[src/design/pio_pkg.sv]
// Constants for the four parallel I/O ports: map, widths, reset values.
//----------------------------------------------------------------------
// Overview of operation
// - Written output data is held in latches; pin inputs are never latched.
// - A pin-read access edge returns pin levels sampled two edges earlier by the synchroniser.
// - Driven pin level changes on the clock edge after the write access edge.
// - First port segment-select bit 1 routes pin to LCD segment output.
// - Reset sets all latch bits of first, second and fifth ports to 1.
// - Latch and live pin levels are readable at separate addresses.
// - Pin-read of a segment-configured bit returns an unreliable value.
// - Dual-clock mode gives upper second-port pins to the slow oscillator.
// - Falling edge on second port bit 0 raises the external interrupt.
// - Unimplemented upper bits of second and third port reads return zero.
// - In stop mode second port bit 0 floats whatever output enable says.
// - Third port drive-type 0 gives sink open-drain, 1 gives push-pull.
// - Reset sets third port latch to ones and drive-type to zeros.
// - Fifth port segment-select 1 routes pin to LCD segment output.
//----------------------------------------------------------------------
`default_nettype none

package pio_pkg;

    //------------------------------------------------------------------
    // Register offsets on the CPU special function space
    //------------------------------------------------------------------
    localparam int OFF_W = 6;
    localparam logic [OFF_W-1:0] OFF_P1_LATCH = 6'h01;
    localparam logic [OFF_W-1:0] OFF_P2_LATCH = 6'h02;
    localparam logic [OFF_W-1:0] OFF_P3_LATCH = 6'h03;
    localparam logic [OFF_W-1:0] OFF_P3_DRIVE = 6'h04;
    localparam logic [OFF_W-1:0] OFF_P5_LATCH = 6'h05;
    localparam logic [OFF_W-1:0] OFF_P1_PIN = 6'h08;
    localparam logic [OFF_W-1:0] OFF_P2_PIN = 6'h09;
    localparam logic [OFF_W-1:0] OFF_P3_PIN = 6'h0a;
    localparam logic [OFF_W-1:0] OFF_P5_PIN = 6'h0b;
    localparam logic [OFF_W-1:0] OFF_P1_SEG = 6'h29;
    localparam logic [OFF_W-1:0] OFF_P5_SEG = 6'h2a;

    //------------------------------------------------------------------
    // Port widths and positions in the combined pin vector
    //------------------------------------------------------------------
    localparam int P1_W = 8;
    localparam int P2_W = 3;
    localparam int P3_W = 4;
    localparam int P5_W = 8;
    localparam int P1_LSB = 0;
    localparam int P2_LSB = P1_LSB + P1_W;
    localparam int P3_LSB = P2_LSB + P2_W;
    localparam int P5_LSB = P3_LSB + P3_W;
    localparam int PINS_W = P5_LSB + P5_W;

    // Second port bit roles
    localparam int STOP_PIN_BIT = 0;
    localparam int OSC_A_BIT = 1;
    localparam int OSC_B_BIT = 2;

    //------------------------------------------------------------------
    // Reset values
    //------------------------------------------------------------------
    localparam logic [P1_W-1:0] P1_LATCH_RST = 8'hff;
    localparam logic [P2_W-1:0] P2_LATCH_RST = 3'h7;
    localparam logic [P3_W-1:0] P3_LATCH_RST = 4'hf;
    localparam logic [P3_W-1:0] P3_DRIVE_RST = 4'h0;
    localparam logic [P5_W-1:0] P5_LATCH_RST = 8'hff;
    localparam logic [P1_W-1:0] P1_SEG_RST = 8'h00;
    localparam logic [P5_W-1:0] P5_SEG_RST = 8'h00;
    localparam logic [7:0] RDATA_IDLE = 8'h00;

endpackage

`default_nettype wire

[src/design/pio_sync_if.sv]
// Interface carrying raw pins, synchronised levels and falling edges.
`default_nettype none

interface pio_sync_if #(parameter int W = 23);
    logic [W-1:0] raw;
    logic [W-1:0] sync;
    logic [W-1:0] fall;

    modport sync_side (input raw, output sync, output fall);
    modport user_side (output raw, input sync, input fall);
endinterface

`default_nettype wire

[src/design/pio_sync.sv]
// Two-flop pin synchroniser with falling-edge detection per bit.
`default_nettype none

module pio_sync
    import pio_pkg::*;
#(
    parameter int W = PINS_W
)(
    input wire logic ref_clk_i,
    input wire logic arst_n_i,
    pio_sync_if.sync_side sif
);

    logic [W-1:0] meta;
    logic [W-1:0] stable;
    logic [W-1:0] prev;

    //------------------------------------------------------------------
    // Synchroniser chain; the first stage feeds only the second
    //------------------------------------------------------------------
    always_ff @(posedge ref_clk_i or negedge arst_n_i) begin
        if (!arst_n_i) begin
            meta <= '1;
            stable <= '1;
            prev <= '1;
        end else begin
            meta <= sif.raw;
            stable <= meta;
            prev <= stable;
        end
    end

    // Edge taken between the settled stages only
    assign sif.sync = stable;
    assign sif.fall = prev & ~stable;

endmodule

`default_nettype wire

[src/design/pio_ports.sv]
// Four parallel I/O ports with latches, pin reads and segment routing.
`default_nettype none

module pio_ports
    import pio_pkg::*;
#(
    parameter int ADDR_W = 6
)(
    input wire logic ref_clk_i,
    input wire logic arst_n_i,
    input wire logic [ADDR_W-1:0] cpu_addr_i,
    input wire logic cpu_rd_i,
    input wire logic cpu_wr_i,
    input wire logic [7:0] cpu_wdata_i,
    output logic [7:0] cpu_rdata_o,
    input wire logic dual_clock_mode_i,
    input wire logic stop_mode_i,
    input wire logic global_output_enable_i,
    input wire logic [P1_W-1:0] seg1_data_i,
    input wire logic [P5_W-1:0] seg5_data_i,
    input wire logic [P1_W-1:0] p1_pin_i,
    output logic [P1_W-1:0] p1_pin_o,
    output logic [P1_W-1:0] p1_pin_oe_o,
    input wire logic [P2_W-1:0] p2_pin_i,
    output logic [P2_W-1:0] p2_pin_o,
    output logic [P2_W-1:0] p2_pin_oe_o,
    input wire logic [P3_W-1:0] p3_pin_i,
    output logic [P3_W-1:0] p3_pin_o,
    output logic [P3_W-1:0] p3_pin_oe_o,
    input wire logic [P5_W-1:0] p5_pin_i,
    output logic [P5_W-1:0] p5_pin_o,
    output logic [P5_W-1:0] p5_pin_oe_o,
    output logic ext_int_fall_o
);

    //------------------------------------------------------------------
    // Elaboration check
    //------------------------------------------------------------------
    if (ADDR_W < OFF_W) begin : g_addr_check
        $error("pio_ports: ADDR_W too narrow for the register map");
    end

    //------------------------------------------------------------------
    // Storage
    //------------------------------------------------------------------
    logic [P1_W-1:0] port1_out_latch;
    logic [P2_W-1:0] port2_out_latch;
    logic [P3_W-1:0] port3_out_latch;
    logic [P5_W-1:0] port5_out_latch;
    logic [P3_W-1:0] port3_drive_type;
    logic [P1_W-1:0] port1_segment_select;
    logic [P5_W-1:0] port5_segment_select;

    logic [P1_W-1:0] port1_pin_read;
    logic [P2_W-1:0] port2_pin_read;
    logic [P3_W-1:0] port3_pin_read;
    logic [P5_W-1:0] port5_pin_read;

    //------------------------------------------------------------------
    // Pin synchronisation
    //------------------------------------------------------------------
    pio_sync_if #(.W(PINS_W)) sif ();

    // Pins are async to the core clock, so they pass two flops first
    assign sif.raw = {p5_pin_i, p3_pin_i, p2_pin_i, p1_pin_i};

    pio_sync #(
        .W(PINS_W)
    ) u_sync (
        .ref_clk_i(ref_clk_i),
        .arst_n_i(arst_n_i),
        .sif(sif)
    );

    // Live pin levels, never stored in a latch
    assign port1_pin_read = sif.sync[P1_LSB +: P1_W];
    assign port2_pin_read = sif.sync[P2_LSB +: P2_W];
    assign port3_pin_read = sif.sync[P3_LSB +: P3_W];
    assign port5_pin_read = sif.sync[P5_LSB +: P5_W];

    //------------------------------------------------------------------
    // Address decode
    //------------------------------------------------------------------
    logic hit_p1_latch;
    logic hit_p2_latch;
    logic hit_p3_latch;
    logic hit_p3_drive;
    logic hit_p5_latch;
    logic hit_p1_seg;
    logic hit_p5_seg;

    // One register per address, so a write reaches only its own port
    assign hit_p1_latch = cpu_addr_i == ADDR_W'(OFF_P1_LATCH);
    assign hit_p2_latch = cpu_addr_i == ADDR_W'(OFF_P2_LATCH);
    assign hit_p3_latch = cpu_addr_i == ADDR_W'(OFF_P3_LATCH);
    assign hit_p3_drive = cpu_addr_i == ADDR_W'(OFF_P3_DRIVE);
    assign hit_p5_latch = cpu_addr_i == ADDR_W'(OFF_P5_LATCH);
    assign hit_p1_seg = cpu_addr_i == ADDR_W'(OFF_P1_SEG);
    assign hit_p5_seg = cpu_addr_i == ADDR_W'(OFF_P5_SEG);

    //------------------------------------------------------------------
    // Output latches
    //------------------------------------------------------------------
    // Latches reset high so every pin starts released as an input
    always_ff @(posedge ref_clk_i or negedge arst_n_i) begin
        if (!arst_n_i) begin
            port1_out_latch <= P1_LATCH_RST;
            port2_out_latch <= P2_LATCH_RST;
            port3_out_latch <= P3_LATCH_RST;
            port5_out_latch <= P5_LATCH_RST;
        end else if (cpu_wr_i) begin
            if (hit_p1_latch) begin
                port1_out_latch <= cpu_wdata_i;
            end
            if (hit_p2_latch) begin
                port2_out_latch <= cpu_wdata_i[P2_W-1:0];
            end
            if (hit_p3_latch) begin
                port3_out_latch <= cpu_wdata_i[P3_W-1:0];
            end
            if (hit_p5_latch) begin
                port5_out_latch <= cpu_wdata_i;
            end
        end
    end

    //------------------------------------------------------------------
    // Configuration registers
    //------------------------------------------------------------------
    // Drive type resets to open-drain so nothing fights the board
    always_ff @(posedge ref_clk_i or negedge arst_n_i) begin
        if (!arst_n_i) begin
            port3_drive_type <= P3_DRIVE_RST;
            port1_segment_select <= P1_SEG_RST;
            port5_segment_select <= P5_SEG_RST;
        end else if (cpu_wr_i) begin
            if (hit_p3_drive) begin
                port3_drive_type <= cpu_wdata_i[P3_W-1:0];
            end
            if (hit_p1_seg) begin
                port1_segment_select <= cpu_wdata_i;
            end
            if (hit_p5_seg) begin
                port5_segment_select <= cpu_wdata_i;
            end
        end
    end

    //------------------------------------------------------------------
    // Read data path
    //------------------------------------------------------------------
    logic [7:0] next_rdata;

    // Pure mux: reads never disturb any register
    always_comb begin
        next_rdata = RDATA_IDLE;
        unique case (1'b1)
            cpu_addr_i == ADDR_W'(OFF_P1_LATCH): begin
                next_rdata = port1_out_latch;
            end
            cpu_addr_i == ADDR_W'(OFF_P2_LATCH): begin
                next_rdata = {5'h00, port2_out_latch};
            end
            cpu_addr_i == ADDR_W'(OFF_P3_LATCH): begin
                next_rdata = {4'h0, port3_out_latch};
            end
            cpu_addr_i == ADDR_W'(OFF_P3_DRIVE): begin
                next_rdata = {4'h0, port3_drive_type};
            end
            cpu_addr_i == ADDR_W'(OFF_P5_LATCH): begin
                next_rdata = port5_out_latch;
            end
            cpu_addr_i == ADDR_W'(OFF_P1_PIN): begin
                // Segment bits read back whatever the pad shows
                next_rdata = port1_pin_read;
            end
            cpu_addr_i == ADDR_W'(OFF_P2_PIN): begin
                next_rdata = {5'h00, port2_pin_read};
            end
            cpu_addr_i == ADDR_W'(OFF_P3_PIN): begin
                next_rdata = {4'h0, port3_pin_read};
            end
            cpu_addr_i == ADDR_W'(OFF_P5_PIN): begin
                next_rdata = port5_pin_read;
            end
            cpu_addr_i == ADDR_W'(OFF_P1_SEG): begin
                next_rdata = port1_segment_select;
            end
            cpu_addr_i == ADDR_W'(OFF_P5_SEG): begin
                next_rdata = port5_segment_select;
            end
            default: begin
                next_rdata = RDATA_IDLE;
            end
        endcase
    end

    // The read edge captures pin levels the synchroniser sampled two edges earlier
    always_ff @(posedge ref_clk_i or negedge arst_n_i) begin
        if (!arst_n_i) begin
            cpu_rdata_o <= RDATA_IDLE;
        end else if (cpu_rd_i) begin
            cpu_rdata_o <= next_rdata;
        end else begin
            cpu_rdata_o <= RDATA_IDLE;
        end
    end

    //------------------------------------------------------------------
    // Pin drive
    //------------------------------------------------------------------
    logic outputs_off;
    logic [P1_W-1:0] next_p1_o;
    logic [P1_W-1:0] next_p1_oe;
    logic [P2_W-1:0] next_p2_oe;
    logic [P3_W-1:0] next_p3_o;
    logic [P3_W-1:0] next_p3_oe;
    logic [P5_W-1:0] next_p5_o;
    logic [P5_W-1:0] next_p5_oe;

    // Stop mode floats every pad unless software keeps outputs on
    assign outputs_off = stop_mode_i & ~global_output_enable_i;

    // Plain bits sink when latch is 0 and release when it is 1
    always_comb begin
        next_p1_o = port1_segment_select & seg1_data_i;
        next_p1_oe = port1_segment_select | ~port1_out_latch;
        next_p5_o = port5_segment_select & seg5_data_i;
        next_p5_oe = port5_segment_select | ~port5_out_latch;
        next_p2_oe = ~port2_out_latch;
        next_p3_o = port3_drive_type & port3_out_latch;
        next_p3_oe = port3_drive_type | ~port3_out_latch;
        if (outputs_off) begin
            next_p1_oe = '0;
            next_p5_oe = '0;
            next_p2_oe = '0;
            next_p3_oe = '0;
        end
        if (dual_clock_mode_i) begin
            // Crystal owns these pads; driving them would stop it
            next_p2_oe[OSC_A_BIT] = 1'b0;
            next_p2_oe[OSC_B_BIT] = 1'b0;
        end
        if (stop_mode_i) begin
            // Stop-release input must float regardless of enable
            next_p2_oe[STOP_PIN_BIT] = 1'b0;
        end
    end

    // Pads update on the edge after the write edge
    always_ff @(posedge ref_clk_i or negedge arst_n_i) begin
        if (!arst_n_i) begin
            p1_pin_o <= '0;
            p1_pin_oe_o <= '0;
            p2_pin_o <= '0;
            p2_pin_oe_o <= '0;
            p3_pin_o <= '0;
            p3_pin_oe_o <= '0;
            p5_pin_o <= '0;
            p5_pin_oe_o <= '0;
        end else begin
            p1_pin_o <= next_p1_o;
            p1_pin_oe_o <= next_p1_oe;
            p2_pin_o <= '0;
            p2_pin_oe_o <= next_p2_oe;
            p3_pin_o <= next_p3_o;
            p3_pin_oe_o <= next_p3_oe;
            p5_pin_o <= next_p5_o;
            p5_pin_oe_o <= next_p5_oe;
        end
    end

    //------------------------------------------------------------------
    // External interrupt edge
    //------------------------------------------------------------------
    // Seen even when the pin is our own output, so keep it an input
    always_ff @(posedge ref_clk_i or negedge arst_n_i) begin
        if (!arst_n_i) begin
            ext_int_fall_o <= 1'b0;
        end else begin
            ext_int_fall_o <= sif.fall[P2_LSB + STOP_PIN_BIT];
        end
    end
endmodule

`default_nettype wire

[config.mk]
export PLATFORM = sky130hd
export DESIGN_NAME = pio_ports
export DESIGN_NICKNAME = d
export VERILOG_FILES = /design/src/design/pio_pkg.sv /design/src/design/pio_sync_if.sv /design/src/design/pio_sync.sv /design/src/design/pio_ports.sv
export SDC_FILE = /design/constraint.sdc
export NUM_CORES = 1
export LEC_CHECK = 0
export ABC_CLOCK_PERIOD_IN_PS = 1050
export BUFFER_PORTS_ARGS = -buffer_cell sky130_fd_sc_hd__buf_2
export CORE_MARGIN = 2
export CORE_UTILIZATION = 47
export CTS_CLUSTER_DIAMETER = 200
export DETAILED_ROUTE_END_ITERATION = 7
export HOLD_SLACK_MARGIN = 0.02
export PLACE_DENSITY = 0.71
export SYNTH_ARGS = -nofsm -noshare
export SYNTH_HDL_FRONTEND = slang
export SYNTH_SLANG_ARGS = --single-unit
[constraint.sdc]
create_clock -name ref_clk_i -period 1.05 [get_ports ref_clk_i]
set_input_delay 0.21 -clock ref_clk_i [delete_from_list [all_inputs] [get_ports ref_clk_i]]
set_output_delay 0.21 -clock ref_clk_i [all_outputs]
set_load 0.005 [all_outputs]
; ---- Yosys cells after proc, flatten, opt, wreduce, memory -nomap -nowiden
; Index checks and enable logic that the tools add are counted.
[totals]
register_bits = 150
in_bits = 60
word_cells = 59
output_inout_bits = 55
[classes]
n_eq_ne = 11
bitwise_logic = 14
mux = 8
reduce_logical = 7
[ops]
columns = cell, n
row1 = $pmux 8 s11, 1
row2 = $eq 6x4->1 const B, 4
row3 = $mux 8, 3
row4 = $and 8x8->8, 2
row5 = $not 8->8, 2
row6 = $or 8x8->8, 2
row7 = $reduce_and 2->1, 7
row8 = $eq 6x2->1 const B, 2
row9 = $eq 6x3->1 const B, 2
row10 = $eq 6x6->1 const B, 2
row11 = $and 9x9->9, 1
row12 = $not 9->9, 1
row13 = $eq 6x1->1 const B, 1
row14 = $and 4x4->4, 1
row15 = $mux 4, 1
row16 = $not 4->4, 1
row17 = $or 4x4->4, 1
row18 = $mux 3, 1
row19 = $not 3->3, 1
row20 = $mux 2, 1
row21 = $and 1x1->1, 1
row22 = $mux 1, 1
row23 = $not 1->1, 1

; ---- Depth between registers and ports, before layout
; Gate-level depths: netlist of run 1.
[logic_depth]
depth_word = 4
depth_mapped = 6
depth_no_buf = 4

; ---- Cells and area by module
; Synthesis of run 1 repeated with hierarchy kept, for this count alone.
[hier_totals]
cells_unflattened = 401
area_unflattened_um2 = 6207.2
[by_module_without_submodules]
columns = module, n_inst, area_each_um2, seq_area_each_um2, cells_per_inst
row1 = pio_ports, 1, 4077.7, 2406.1, 309
row2 = pio_sync, 1, 2129.5, 1813.0, 92

; ---- Worst setup path after synthesis of run 1
; No wires, ideal clock.
[synth_timing]
kind = input to register
start = in cpu_addr_i[3]
end = reg port3_drive_type[0]
setup_time_ns = 0.125
required_ns = 0.925
cell_stages = 5
arrival_time_ns = 1.474
n_path_buf = 1
setup_slack_ns = -0.548
cell_sequence = buf_4 or4b_4 nor3_4 nand2_1 mux2_2
[synth_via]
elab_chain_len = 2
[synth_rtl]
columns = item, line
row1 = start: declaration, pio_ports.sv:11  ; input wire logic [ADDR_W-1:0] cpu_addr_i,
row2 = $eq 6x3->1, pio_ports.sv:96  ; assign hit_p3_drive = cpu_addr_i == ADDR_W'(OFF_P3_DRIVE);
row3 = $reduce_and 2->1 (no line), -
row4 = end signal: assignment, pio_ports.sv:138  ; port3_drive_type <= cpu_wdata_i[P3_W-1:0];
row5 = end: declaration, pio_ports.sv:50  ; logic [P3_W-1:0] port3_drive_type;
; No other way between the ends.
; A chain may end at the register's enable or synchronous reset.

; ---- Worst setup path in the final report of run 1
[layout_timing]
start = reg p1_pin_oe_o[3]
end = out p1_pin_oe_o[3]
[layout_lines]
columns = item, line
row1 = start: declaration, pio_ports.sv:23  ; output logic [P1_W-1:0] p1_pin_oe_o,
row2 = start signal: assignment, pio_ports.sv:263  ; p1_pin_oe_o <= next_p1_oe;
; No word-level cell between the ends.

==> summary.md, run 1 <==
| Metric | Value |
|---|---|
| Outcome | finished with violations |
| Failing checks | setup timing |
| First-pass GRT wire length | 19900 um |
| Vias in the first global route | 3813 |
| Worst Path Buf+Inv | 1 |
| Fin Clk Skew | 0.00769 ns |
| Cell variety after synth | 43 |
| Clk sink count | around 140 |
| Worst path cell trace | buf_2 |
| Vias | approximately 3700 |
| Max-Cap Viols | 0 |
| DRT Pass-1 Iters | 5 |
| R2r worst-path depth | 3 |
| R2r endpoint | cpu_rdata_o[0]$_DFF_PN0_ |
| Fin crit share | 119% |
| CTS H-tree depth | 4 |
| Clk_lat worst skew | approximately 0.52 ns |
| DR iter-0 viols | between 200 and 250 |
| Core box area | 10900 sq um |
| Tot Pwr | between 10 and 15 mW |
| Site row count | 38 |
| Layout cells sized above 1 | 58.2% |
| Post-route ant nets | 0 |
| Synthesized area per cell | 14.8 sq um |
| CTS clk-pin slew, worst paths | ~0.06 ns |
| Average vias per placed instance | between 5 and 6 |
| Cell family with most CP delay | flip-flops |
| Worst path max stage delay | 0.38 ns |
| Post-route minimum period | around 1.3 ns |
| Hold_sp | cpu_wdata_i[0] |
| Final Worst Setup Slack | -0.203 ns |
| Seq/Total Area, Yosys | 69.2% |
| TNS Setup | -8.56 ns |
| #FFs+latches synth | roughly 140 |
| Nets | 650 |
| Initial Utilization | between 40% and 50% |
| ANT cells | 0 |
| Hold endpoint | port3_out_latch[0]$_DFFE_PN1P_ |
| Leakage power | about 3.6 nW |
| Largest net degree at the start of global routing | between 40 and 50 |
| Port buffer count | between 100 and 150 |
| CP Capture Type | output port |
| Grt met2 use | 35.9% |
| Final Setup Violations | 65 |
| Pwr/cell area | around 1900 nW/um^2 |
| Post-synth EDFFs | 0 |
| Clock root buffer | clkbuf_8 |
| Gr ovfl total | 0 |
| Pre-CTS WS | -0.735 ns |
| Routed wire length | roughly 13000 um |
| Asr flop ratio synth | 100% |
| Die Ht | around 110 um |
| Residual DRC | 0 |
| Required time of the critical path | ~0.84 ns |
| Peak VDD IR | between 1 and 1.5 mV |
| GR Util met1 | approximately 30% |
| CP max FO | 1 |
| Yosys warnings | 0 |
| Flop2flop setup slack | -0.12 ns |
| Busiest grt layer | met2 |
| Reg2reg start | u_sync.sif.sync[15]$_DFF_PN1_ |
| CP Launch Type | flop |
| Slew Viols, Final | 0 |
| Die area | 12100 sq um |
| Achievable Freq | between 0.7 and 0.8 GHz |
| RSZ-0062 raised after global routing | yes |
| Ys flop type | dfrtp_1 |
| Post-DP HPWL | around 8700 um |
| Slowest cell on crit path | dfrtp_1 |
| Total CTS buffers | 17 |
| Final Hold Fails | 0 |
| Crit path from | p1_pin_oe_o[3]$_DFF_PN0_ |
| CP arrival | around 1.0 ns |
| Io pins | between 100 and 150 |
| Routability cong. | ~0.9 |
| Max clock buf depth | 2 |
| DIE WIDTH | 110 um |
| Post-synthesis cell count | 355 |
| Cell Area, Synth | approximately 5300 sq um |
| Worst hold path depth | 2 |
| Met3 Use GR | 5.63% |
| Crit Path Category | flop to output port |
| Layout area overhead | 48.2% |
| TritonCTS clock tree | done |
| Initial antenna violation count | 0 |
| Gr usage total | approximately 23% |
| Wirelength per Cell | approximately 17 um |
| Min-delay worst type | input pin to flop |
[per-stage QoR]
| step | utilization (%) | hold WS (ns) | instances | area [sq um] |
|---|---|---|---|---|
| 2_1_floorplan | - | -0.0856 | 357 | 5320 |
| 3_3_place_gp | 59.4 | 0.0904 | 653 | 6470 |
| 3_5_place_dp | 59.4 | 0.0925 | 653 | 6470 |
| 4_1_cts | 71.1 | 0.0209 | 738 | 7740 |
| 5_1_grt | 71.6 | 0.0415 | 743 | 7790 |
| 6_report | 71.6 | 0.0463 | 743 | 7790 |
[layout make-up]
cell class	instances	area, sq um
clock buffer	22	463
clock inverter	10	185
fill	717	3100
inverter	20	75.1
multi-input combinational	181	1570
sequential	142	3640
tap	140	175
timing repair buffer	228	1680
[routing by layer]
layer / wire length, um / vias up / share of wire, %
met4: 313 / 0 / 2.4
met2: 6490 / 133 / 50
met5: 0 / - / 0
li1: - / 1703 / -
met1: 5490 / 1856 / 43
met3: 604 / 24 / 4.7
[cells by family (layout without fill, tap and decap cells)]
group	count (synthesis)	after routing	synth area share [%]
buf+inv	34	280	2.86
simple gates	72	72	9.18
flops	142	142	69.2
mux	54	54	12.3
other cells	1	3	0.0713
compound gates	52	52	6.40
[power by group]
group          total (mW)  switching [mW]  leakage, nW  internal, mW
clock                6.45            2.16        0.303          4.28
combinational        1.59           0.670         1.67         0.924
sequential           6.39           0.264         1.65          6.12
[how the worst max path moves through the flow]
stage | to | slack (ns) | cells after the start
after floorplan | port3_drive_type[1]$_DFFE_PN0P_ | -0.52 | 5
after global placement | cpu_rdata_o[0]$_DFF_PN0_ | -0.69 | 5
after detailed placement | cpu_rdata_o[5]$_DFF_PN0_ | -0.74 | 5
after CTS | p5_pin_oe_o[3] | -0.20 | 1
after global routing | cpu_rdata_o[2] | -0.22 | 1
final | p1_pin_oe_o[3] | -0.20 | 1
[Yosys cell counts, drive strengths merged (3+ instances only)]
library cell | n | area, sq um
dfrtp | 72 | 1800
nor3 | 8 | 56.3
mux2i | 7 | 70.1
nor4 | 4 | 40.0
a221oi | 4 | 35.0
mux2 | 47 | 574
a21oi | 24 | 120
dfstp | 70 | 1840
nor2 | 7 | 41.3
a222oi | 4 | 40.0
nand2 | 13 | 58.8
nand2b | 3 | 18.8
buf | 10 | 60.1
a22oi | 7 | 52.6
clkbuf | 4 | 15.0
a31oi | 7 | 43.8
inv | 20 | 75.1
and2 | 20 | 125
nand3b | 6 | 45.0
[sequential cells by signal (all words and copies together) (netlist names)]
name / count
u_sync.meta: 23
port5_out_latch: 8
port1_out_latch: 8
port3_out_latch: 4
u_sync.prev: 1
port1_segment_select: 8
port5_segment_select: 8
cpu_rdata_o: 8
p3_pin_oe_o: 4
p1_pin_oe_o: 8
port3_drive_type: 4
p5_pin_oe_o: 8
ext_int_fall_o: 1
p3_pin_o: 4
p2_pin_oe_o: 3
p5_pin_o: 8
u_sync.sif.sync: 23
port2_out_latch: 3
p1_pin_o: 8
[what timing repair did]
item,in CTS,in global routing
pin swaps,13,12
resized for setup,24,5
hold buffers,49,0
setup endpoints to repair,94,74
hold endpoints to repair,183,0
buffers inserted,4,5
[cell usage in the layout (no fill, tap or decap), types with 3 or more instances in the layout]
master and instances:
a22oi_1 7, buf_12 6, mux2i_1 5, bufinv_16 5
a222oi_1 4, buf_6 6, inv_1 20, a21oi_1 24
nand2_1 9, buf_4 59, a221oi_1 3, dfstp_2 70
a31oi_1 7, buf_2 105, mux2_4 14, dfrtp_1 72
conb_1 3, mux2_2 33, clkbuf_8 4, dlygate4sd3_1 49
clkinvlp_4 4, nand2_4 3, nand3b_1 6, and2_1 20
nor2_1 3, nor3_1 5, clkbuf_16 16
Note: power is estimated with default switching activity, not from simulation.
==> run 2, diff against run 1 <==
- CELL_PAD_IN_SITES_DETAIL_PLACEMENT: default -> 0
- CELL_PAD_IN_SITES_GLOBAL_PLACEMENT: default -> 1
- CORE_UTILIZATION: 47 -> 39
- PLACE_DENSITY: 0.71 -> 0.72
==> run 2 against run 1 <==
Effect of this change:
- the run still ends with setup timing left
- register-to-register slack hardly changed
- critical path type is now input pin to flop
- non-clock buffer count fell by 3
- clock-buffer cell count grew 5
- total power shrank 4.7%
- global-route usage is 4.1 points lower
- cell area grew 0.45%
==> summary.md, run 2 (synthesized netlist as in run 1, its figures left out) <==
| Metric | Value |
|---|---|
| Vias | 3637 (-2.1%) |
| Routability cong. | 0.871 (-4.2%) |
| Max clock buf depth | 2 (unchanged) |
| Pwr/cell area | 1760 nW/um^2 (-5.1%) |
| CTS H-tree depth | 4 (unchanged) |
| Required time of the critical path | 1.35 ns (+0.51 ns) |
| Clk_lat worst skew | 0.42 ns (-0.10 ns) |
| Crit Path Category | input pin to flop |
| Post-route ant nets | 0 (unchanged) |
| Failing checks | setup timing |
| Slowest cell on crit path | or4b_4 |
| CP arrival | 1.54 ns (+0.50 ns) |
| Tot Pwr | 13.8 mW (-4.7%) |
| Final Setup Violations | 79 (+22%) |
| Gr ovfl total | 0 (unchanged) |
| TNS Setup | -5.09 ns (+3.47 ns) |
| Initial antenna violation count | 0 (unchanged) |
| Average vias per placed instance | 4.69 (-6.3%) |
| Port buffer count | 111 (unchanged) |
| Die area | 14400 sq um (+20%) |
| Fin crit share | 118% (-1.5 points) |
| Worst Path Buf+Inv | 1 (unchanged) |
| DIE WIDTH | 120 um (+9.4%) |
| Largest net degree at the start of global routing | 36 (-12%) |
| Slew Viols, Final | 0 (unchanged) |
| Post-DP HPWL | 8800 um (+1.3%) |
| Worst path cell trace | buf_8, or4b_4, nor3_4, nand2_4, mux2_4 |
| Layout area overhead | 48.8% |
| Nets | 647 (-0.46%) |
| Filler cells | 1066 (+49%) |
| Fin Clk Skew | 0.0132 ns (+0.00550 ns) |
| Achievable Freq | 0.808 GHz (+1.3%) |
| Post-route minimum period | 1.24 ns (-0.0157 ns) |
| Peak VDD IR | 0.921 mV (-33%) |
| Most common cell after layout, fill and taps aside | buf_2 |
| Io pins | 115 (unchanged) |
| CP Launch Type | input pin |
| Cell family with most CP delay | simple AND/OR/NAND/NOR gates |
| Core box area | 13200 sq um (+21%) |
| Commonest non-fill, non-tap cells in the layout | buf_2, dfrtp_1, dfstp_2, buf_4, dlygate4sd3_1 |
| Initial Utilization | 39.9% (-8.4 points) |
| Clk sink count | 142 (unchanged) |
| Worst path max stage delay | 0.58 ns (+0.20 ns) |
| TritonCTS clock tree | done |
| Min-delay worst type | input pin to flop |
| ANT cells | 0 (unchanged) |
| Clock root buffer | clkbuf_16 |
| Wirelength per Cell | 16.4 um (-5.6%) |
| Gr usage total | 18.8% (-4.1 points) |
| DR iter-0 viols | 219 (-11%) |
| CTS clk-pin slew, worst paths | 0.06 ns (about the same) |
| First-pass GRT wire length | 20200 um (+1.8%) |
| Outcome | finished with violations |
| Total CTS buffers | 17 (unchanged) |
| CP Capture Type | flop |
| DRT Pass-1 Iters | 4 (-1) |
| Max-Cap Viols | 0 (unchanged) |
| Routed wire length | 12700 um (-1.5%) |
| Final Worst Setup Slack | -0.187 ns (+0.0157 ns) |
| Die Ht | 120 um (+9.4%) |
| Residual DRC | 0 (unchanged) |
| Layout cells sized above 1 | 59.8% (+1.6 points) |
| Pre-CTS WS | -0.692 ns (+0.0435 ns) |
| Final Hold Fails | 0 (unchanged) |
| CP max FO | 5 (+4) |
| Leakage power | 3.63 nW (+0.22%) |
| RSZ-0062 raised after global routing | yes |
| Site row count | 42 (+11%) |
| Vias in the first global route | 3923 (+2.9%) |
run 2: changes by cell type in the layout (fill, tap and decap cells not counted), sizes merged:
| cell | delta |
|---|---|
| dlygate4sd3 | -7 |
| bufinv | -4 |
| buf | +5 |
| clkinv | +3 |
| clkbuf | +4 |
| clkinvlp | -4 |
run 2: power breakdown:
group | internal (mW) | switching [mW]
registers | 6.12 | 0.267
clock network | 3.70 | 2.09
logic | 0.917 | 0.652
total | 10.7 | 3.01
run 2: repair_timing:
item                                    CTS  global route
hold buffers                             42             0
setup buffers                             5             4
resized for setup                        28            26
endpoints found under the setup margin  103           103
endpoints found under the hold margin   131             0
pin swaps                                20            12
run 2: final timing paths:
path | start | cells after the start | slack, ns | end
max | cpu_addr_i[4] | 5 | -0.19 | port3_drive_type[1]$_DFFE_PN0P_
min | cpu_wdata_i[6] | 2 | 0.08 | port5_out_latch[6]$_DFFE_PN1P_
max reg2reg | u_sync.sif.sync[8]$_DFF_PN1_ | 4 | -0.13 | cpu_rdata_o[0]$_DFF_PN0_
min reg2reg | u_sync.meta[20]$_DFF_PN1_ | 0 | 0.35 | u_sync.sif.sync[20]$_DFF_PN1_
max in group asynchronous | arst_n_i | 3 | 0.24 | u_sync.sif.sync[4]$_DFF_PN1_
min in group asynchronous | arst_n_i | 2 | 0.25 | port1_segment_select[3]$_DFFE_PN0P_
run 2: layout make-up:
cell class	instances	area, sq um	share of cell area [%]
clock buffers	27	534	6.83
clock inverters	5	50.0	0.639
inverters	20	75.1	0.959
multi-input cells	181	1630	20.8
flip-flops and latches	142	3640	46.5
well taps	176	220	2.81
repair buffers	225	1680	21.5
run 2: through the flow:
stage / hold slack [ns] / instances / util (%) / instance area, sq um
after floorplan: -0.0856 / 357 / - / 5320
after global placement: 0.120 / 694 / 49.6 / 6540
after detailed placement: 0.124 / 694 / 49.6 / 6540
after CTS: 0.0601 / 773 / 58.3 / 7690
after global routing: 0.0716 / 776 / 59.3 / 7830
final: 0.0774 / 776 / 59.3 / 7830
run 2: layer usage:
layer	vias up	GRT usage (%)	share of wire (%)
li1	1712	-	-
met1	1817	23.4	43
met2	92	31.5	51
met3	16	5.37	5.0
met4	0	6.47	1.7
met5	-	0	0
run 2: worst register-to-register path, stage by stage, from the launching register on:
cell      delay, ns
dfstp_2        0.55
mux2i_4        0.08
nor3_2         0.16
a221oi_1       0.07
a41oi_1        0.22
